### src/verilog/mbpwm_pkg.sv
// package: constants and carrier types for the match based pwm unit
package mbpwm_pkg;

    // ------------------------------------------------------------
    // widths and counts
    // ------------------------------------------------------------
    localparam int CNT_W = 32;
    localparam int NUM_MATCH = 7;
    localparam int NUM_OUT = 6;

    // ------------------------------------------------------------
    // reset values
    // ------------------------------------------------------------
    localparam logic [31:0] CNT_RST = 32'h0000_0000;
    localparam logic [31:0] PRE_RST = 32'h0000_0000;

    // ------------------------------------------------------------
    // per match action field positions
    // ------------------------------------------------------------
    localparam int ACT_IRQ_BIT = 0;
    localparam int ACT_RESET_BIT = 1;
    localparam int ACT_STOP_BIT = 2;

    // counter run state, gray coded
    typedef enum logic [1:0] {
        MBPWM_HALT = 2'b00,
        MBPWM_RUN = 2'b01,
        MBPWM_STOPPED = 2'b11
    } mbpwm_state_type;

    // per match action: irq, reset, stop
    typedef struct packed {
        logic stop;
        logic reset;
        logic irq;
    } mbpwm_act_type;

    // per output configuration
    typedef struct packed {
        logic enable;
        logic double_edge;
    } mbpwm_outcfg_type;

endpackage : mbpwm_pkg

### src/verilog/mbpwm_unit.sv
// match based pwm unit: prescaled timer, seven match registers, six pwm outputs
//
// What this block does
// - counter counts prescaler ticks, acts on match equality
// - 32-bit counter behind programmable 32-bit prescaler
// - seven matches; in pwm mode match zero restarts the cycle
// - single edge output falls at its match
// - single edge outputs rise at match zero
// - each single edge output uses one match
// - double edge output uses two matches
// - each double edge output uses two matches
// - either edge order; positive or negative pulse
// - six single, three double, or mixed
// - match may continue, stop, reset, raise irq
// - period and widths any count, shared rate
// - in pwm mode while running, match updates take effect at cycle boundary
// - without pwm mode, plain timer behaviour
module mbpwm_unit (
    // clock, reset, enable
    input wire logic core_clk_in,
    input wire logic rst_in,
    input wire logic clk_en_in,
    // control
    input wire logic count_enable_in,
    input wire logic counter_reset_in,
    input wire logic pwm_mode_in,
    input wire logic [31:0] prescale_limit_in,
    // match values, shadowed until released
    input wire logic [6:0][31:0] match_value_in,
    input wire logic [6:0] match_write_in,
    input wire logic [6:0] match_release_in,
    input wire mbpwm_pkg::mbpwm_act_type [6:0] match_action_in,
    // output configuration for outputs 1..6 (index 0 = output 1)
    input wire mbpwm_pkg::mbpwm_outcfg_type [5:0] out_cfg_in,
    // status
    output logic [31:0] count_out,
    output logic [31:0] prescale_count_out,
    output logic running_out,
    output logic [6:0] match_irq_out,
    output logic [6:0] match_hit_out,
    // pwm outputs
    output logic [5:0] pwm_out
);

    // ------------------------------------------------------------
    // state
    // ------------------------------------------------------------
    logic [31:0] cnt_r, cnt_nxt;
    logic [31:0] pre_r, pre_nxt;
    mbpwm_pkg::mbpwm_state_type state_r, state_nxt;
    logic [6:0][31:0] shadow_r, shadow_nxt;
    logic [6:0][31:0] active_r, active_nxt;
    logic [6:0] pend_r, pend_nxt;
    logic [5:0] pwm_r, pwm_nxt;
    logic [6:0] irq_r, irq_nxt;
    logic [6:0] hit_r, hit_nxt;

    logic tick;
    logic [6:0] match;
    logic any_reset;
    logic any_stop;
    logic cycle_start;

    // ------------------------------------------------------------
    // match decode
    // ------------------------------------------------------------
    function automatic logic is_match(input logic [31:0] cnt, input logic [31:0] val);
        is_match = (cnt == val);
    endfunction

    assign tick = (state_r == mbpwm_pkg::MBPWM_RUN) && (pre_r == prescale_limit_in);

    genvar gi;
    generate
        for (gi = 0; gi < mbpwm_pkg::NUM_MATCH; gi++) begin : g_match
            assign match[gi] = tick && is_match(cnt_r, active_r[gi]);
        end
    endgenerate

    always_comb begin
        any_reset = 1'b0;
        any_stop = 1'b0;
        for (int i = 0; i < mbpwm_pkg::NUM_MATCH; i++) begin
            any_reset = any_reset | (match[i] & match_action_in[i].reset);
            any_stop = any_stop | (match[i] & match_action_in[i].stop);
        end
        // in pwm mode match zero always restarts the cycle
        if (pwm_mode_in && match[0]) begin
            any_reset = 1'b1;
        end
        cycle_start = any_reset || (tick && cnt_r == mbpwm_pkg::CNT_RST && !pwm_mode_in);
    end

    // ------------------------------------------------------------
    // counter and prescaler
    // ------------------------------------------------------------
    always_comb begin
        cnt_nxt = cnt_r;
        pre_nxt = pre_r;
        state_nxt = state_r;
        case (state_r)
            mbpwm_pkg::MBPWM_HALT: begin
                if (count_enable_in) begin
                    state_nxt = mbpwm_pkg::MBPWM_RUN;
                end
            end
            mbpwm_pkg::MBPWM_RUN: begin
                if (!count_enable_in) begin
                    state_nxt = mbpwm_pkg::MBPWM_HALT;
                end else if (tick) begin
                    pre_nxt = mbpwm_pkg::PRE_RST;
                    cnt_nxt = any_reset ? mbpwm_pkg::CNT_RST : cnt_r + 32'h0000_0001;
                    if (any_stop) begin
                        state_nxt = mbpwm_pkg::MBPWM_STOPPED;
                    end
                end else begin
                    pre_nxt = pre_r + 32'h0000_0001;
                end
            end
            mbpwm_pkg::MBPWM_STOPPED: begin
                // restarts only after software drops and raises the enable
                if (!count_enable_in) begin
                    state_nxt = mbpwm_pkg::MBPWM_HALT;
                end
            end
            default: state_nxt = mbpwm_pkg::MBPWM_HALT;
        endcase
        if (counter_reset_in) begin
            cnt_nxt = mbpwm_pkg::CNT_RST;
            pre_nxt = mbpwm_pkg::PRE_RST;
        end
    end

    // ------------------------------------------------------------
    // match shadow and release
    // ------------------------------------------------------------
    always_comb begin
        shadow_nxt = shadow_r;
        active_nxt = active_r;
        pend_nxt = pend_r;
        for (int i = 0; i < mbpwm_pkg::NUM_MATCH; i++) begin
            if (match_write_in[i]) begin
                shadow_nxt[i] = match_value_in[i];
            end
            if (match_release_in[i]) begin
                pend_nxt[i] = 1'b1;
            end
            // outside pwm mode or while halted the values apply at once
            if ((pend_r[i] || match_release_in[i]) &&
                (cycle_start || !pwm_mode_in || state_r != mbpwm_pkg::MBPWM_RUN)) begin
                active_nxt[i] = match_write_in[i] ? match_value_in[i] : shadow_r[i];
                pend_nxt[i] = 1'b0;
            end
        end
    end

    // ------------------------------------------------------------
    // pwm outputs and match status
    // ------------------------------------------------------------
    always_comb begin
        pwm_nxt = pwm_r;
        hit_nxt = match;
        irq_nxt = irq_r;
        for (int i = 0; i < mbpwm_pkg::NUM_MATCH; i++) begin
            // sticky, set wins; cleared only by counter reset request
            irq_nxt[i] = (irq_r[i] & ~counter_reset_in) | (match[i] & match_action_in[i].irq);
        end
        for (int k = 1; k <= mbpwm_pkg::NUM_OUT; k++) begin
            if (!pwm_mode_in || !out_cfg_in[k-1].enable) begin
                pwm_nxt[k-1] = 1'b0;
            end else if (out_cfg_in[k-1].double_edge && k >= 2) begin
                // rise on match k-1, fall on match k; any order
                if (match[k]) begin
                    pwm_nxt[k-1] = 1'b0;
                end else if (match[k-1]) begin
                    pwm_nxt[k-1] = 1'b1;
                end
            end else begin
                // a fall at the same count as the rise keeps it constant low
                if (match[k]) begin
                    pwm_nxt[k-1] = 1'b0;
                end else if (match[0]) begin
                    pwm_nxt[k-1] = 1'b1;
                end
            end
        end
    end

    // ------------------------------------------------------------
    // registers
    // ------------------------------------------------------------
    always_ff @(posedge core_clk_in or posedge rst_in) begin
        if (rst_in) begin
            cnt_r <= mbpwm_pkg::CNT_RST;
            pre_r <= mbpwm_pkg::PRE_RST;
            state_r <= mbpwm_pkg::MBPWM_HALT;
            shadow_r <= '0;
            active_r <= '0;
            pend_r <= '0;
            pwm_r <= '0;
            irq_r <= '0;
            hit_r <= '0;
        end else if (clk_en_in) begin
            cnt_r <= cnt_nxt;
            pre_r <= pre_nxt;
            state_r <= state_nxt;
            shadow_r <= shadow_nxt;
            active_r <= active_nxt;
            pend_r <= pend_nxt;
            pwm_r <= pwm_nxt;
            irq_r <= irq_nxt;
            hit_r <= hit_nxt;
        end
    end

    assign count_out = cnt_r;
    assign prescale_count_out = pre_r;
    assign running_out = (state_r == mbpwm_pkg::MBPWM_RUN);
    assign match_irq_out = irq_r;
    assign match_hit_out = hit_r;
    assign pwm_out = pwm_r;

endmodule // mbpwm_unit

### config.mk
export PLATFORM = sky130hd
export DESIGN_NAME = mbpwm_unit
export DESIGN_NICKNAME = d
export VERILOG_FILES = /design/src/verilog/mbpwm_pkg.sv /design/src/verilog/mbpwm_unit.sv
export SDC_FILE = /design/constraint.sdc
export NUM_CORES = 1
export LEC_CHECK = 0
export BUFFER_PORTS_ARGS = -buffer_cell sky130_fd_sc_hd__clkbuf_2
export CORE_MARGIN = 3
export CORE_UTILIZATION = 55
export DETAILED_ROUTE_END_ITERATION = 10
export PLACE_DENSITY = 0.77
export REMOVE_ABC_BUFFERS = 1
export SLEW_MARGIN = 20
export SYNTH_ARGS = -nofsm -noshare
export SYNTH_HDL_FRONTEND = slang
export SYNTH_SLANG_ARGS = --single-unit
### constraint.sdc
create_clock -name core_clk_in -period 19.05 [get_ports core_clk_in]
set_input_delay 1.905 -clock core_clk_in [delete_from_list [all_inputs] [get_ports core_clk_in]]
set_output_delay 1.905 -clock core_clk_in [all_outputs]
set_load 0.02 [all_outputs]
==> metrics.csv <==
stage,metric,value,unit
floorplanning,die_x,228,um
setup_path,r2r_setup_slack,14.38,ns
grt,grt_pass1_vias,19674,
cells_and_area,nFillCells,3571,
yosys,yosysWarnings,0,
clock_network,clk_path_buf_depth,3,
flow_run,maxCapViolations,0,
cells_and_area,drive_gt1_share,45.1,%
timing,period_share,25.2,%
yosys,synth_top_family_by_area,multiplexers,
worst_hold_path,hold_class,reg -> reg,
placed_design,gp_congestion,0.889,
yosys,synth_xor_xnor_area_share,9.55,%
yosys,synth_ff_type,dfrtp_1,
timing,period_needed,4.79,ns
placed_design,place_inst,3064,
yosys,synth_compound_area_share,2.67,%
pwr,powerDensity,111,mW/mm^2
floorplanning,start_util,56.2,%
setup_path,crit_type,in -> reg,
timing,skew,0.0149,ns
cells_and_area,nNetsFinal,2782,
detailed_routing,route.detailed.drc,0,
setup_path,slowest_delay,0.94,ns
yosys,muxShareOfSynthArea,28.7,%
detailed_routing,vias,18511,
clock_network,clk_latency,0.62,ns
clock_network,htreeDepth,2,
cells_and_area,layout_commonest_cell,mux2_2,
floorplanning,dieHeight,228,um
yosys,synth_edf_count,0,
detailed_routing,postRouteAntennaNets,0,
grt,overflow,0,
detailed_routing,wl,75500,um
timing,relSlewSlack,25.4,%
detailed_routing,wl_per_cell,23.7,um
yosys,synth_area,0.0271,mm^2
clock_network,numCtsBuffers,57,
timing,timing.fmax,209,MHz
setup_path,crit_slowest_cell,a21oi_4,
grt,grt_max_degree,180,
setup_path,cp.arrival,5.28,ns
timing,hold_violations,0,
yosys,syn-instance-count,2086,
timing,rsz0062_at_grt,false,
grt,track_usage,28.9,%
clock_network,cts_setup_buffers,0,
clock_network,cts_tree,done,
detailed_routing,dr.pass1.iters,5,
timing,setup_viol,0,
clock_network,cts_sinks,541,
floorplanning,core.rowCount,80,
setup_path,path_cells,clkbuf_2 > xnor2_1 > nand4_1 > or4_1 > or4_4 > nor2_4 > o21ai_4 > a21oi_4 > mux2_2,
setup_path,crit_fanout,32,
setup_path,cp-start-kind,input pin,
status,status,finished clean,
placed_design,place.detailed.hpwl,52500,um
yosys,async_flop_share,100,%
floorplanning,dieArea,0.0519,mm^2
cells_and_area,instances_no_fill,3182,
yosys,ys_ff_latch,541,
detailed_routing,drtIter0Drc,1393,
pwr,ir_worst_vdd,74.4,uV
yosys,ys_seq_area_share,50.0,%
timing,tns,0,ns
clock_network,cts_root_buffer,clkbuf_16,
cells_and_area,layout_common_cells,"mux2_2, dfrtp_1, clkbuf_2",
yosys,synth-simple-area-share,6.34,%
floorplanning,top_level_ports,394,
detailed_routing,via_per_inst,5.82,
clock_network,clk_pin_slew,0.06,ns
setup_path,cp.required,19.54,ns
floorplanning,coreArea,0.0481,mm^2
timing,max_slew.worst_pin.slew,1.12,ns
clock_network,post_cts_resized,0,
cells_and_area,area_growth,16.6,%
pwr,p_leak,13.9,nW
yosys,avgSynthCellArea,13.0,um^2
placed_design,portBuffers,392,
grt,antenna_found_initial,15,
timing,maxSlewViolCount,0,
setup_path,end_kind,register,
grt,grt_pass1_wl,116000,um
yosys,synth.distinct_cells,52,
yosys,synth_adder_area_share,0.0925,%
clock_network,holdBufCountCts,0,
-- Yosys cell counts (22+ instances only) --
| cell type | n | area share, % |
|---|---|---|
| nor4_1 | 41 | 0.95 |
| mux2_2 | 578 | 24 |
| buf_1 | 23 | 0.32 |
| clkbuf_1 | 45 | 0.62 |
| nand2_1 | 58 | 0.80 |
| nor2_1 | 65 | 0.90 |
| dfrtp_1 | 541 | 50 |
| xnor2_1 | 181 | 5.9 |
| mux2_1 | 101 | 4.2 |
| nand4_1 | 63 | 1.5 |
| xor2_1 | 114 | 3.7 |
| and3_1 | 22 | 0.51 |
| nand3_1 | 34 | 0.63 |
| a21oi_1 | 29 | 0.54 |
| buf_2 | 36 | 0.67 |
| o21ai_0 | 22 | 0.41 |
-- registers in the layout, summed over array words and instances, names as in the netlist --
name                count
count_out              32
pend_r                  7
shadow_r              224
match_hit_out           7
prescale_count_out     32
active_r              224
pwm_out                 6
match_irq_out           7
state_r                 2
-- final timing paths --
check / depth (start not counted) / to / from
setup / recovery: 9 / active_r[206] / prescale_limit_in[14]
min in group asynchronous: 2 / shadow_r[122] / rst_in
hold reg to reg: 1 / match_hit_out[3] / match_hit_out[3]
max in group asynchronous: 4 / shadow_r[3] / rst_in
setup reg to reg: 8 / active_r[206] / count_out[3]
hold / removal: 1 / match_hit_out[3] / match_hit_out[3]
-- layer usage --
layer | global-route usage, % | share of wire, %
met1 | 37.8 | 41
met2 | 48.5 | 49
met3 | 4.79 | 5.9
met4 | 11.2 | 3.9
met5 | 0 | 0.060
-- final cells by class --
type | instances | area [um^2] | area share (%)
antenna | 10 | 25.0 | 0.0793
tap | 656 | 821 | 2.60
multi-input combinational | 1408 | 12800 | 40.6
clock inverter | 20 | 178 | 0.563
clock buffer | 84 | 1630 | 5.16
timing repair buffer | 451 | 2500 | 7.93
sequential | 541 | 13500 | 42.9
inverter | 12 | 52.6 | 0.166
-- critical path: cells and delay by family --
family	cells	cell delay, ns
buffers and inverters	1	0.10
xor gates and xnor gates	1	0.29
AOI/OAI and AO/OA	2	1.18
and+or+nand+nor	4	1.36
muxes	1	0.43
-- power breakdown --
part           internal, mW  leakage, nW  switching, mW
sequential             1.45         6.55          0.198
combinational         0.454         6.48          0.307
clock                 0.618        0.893          0.465
total                  2.52         13.9          0.969
-- through the flow --
step	area, um^2	setup slack [ns]	util (%)	hold slack [ns]	total power [mW]
after floorplan	26400	2.02	-	0.463	2.20
after global placement	29600	13.67	61.5	0.468	2.36
after detailed placement	29600	13.65	61.5	0.471	2.42
after CTS	31400	14.29	65.3	0.484	3.50
after global routing	31600	14.16	65.6	0.509	3.67
final	31600	14.26	65.6	0.482	3.49
-- kinds of logic (layout without fill, tap and decap cells) --
family / count (synthesis) / after routing
adders and majority gates: 2 / 2
xor gates and xnor gates: 295 / 295
DFF: 541 / 541
other: 0 / 10
AOI/OAI and AO/OA: 99 / 99
buffers and inverters: 137 / 567
muxes: 691 / 691
and+or+nand+nor: 321 / 321
(Power assumes the default switching activity.)
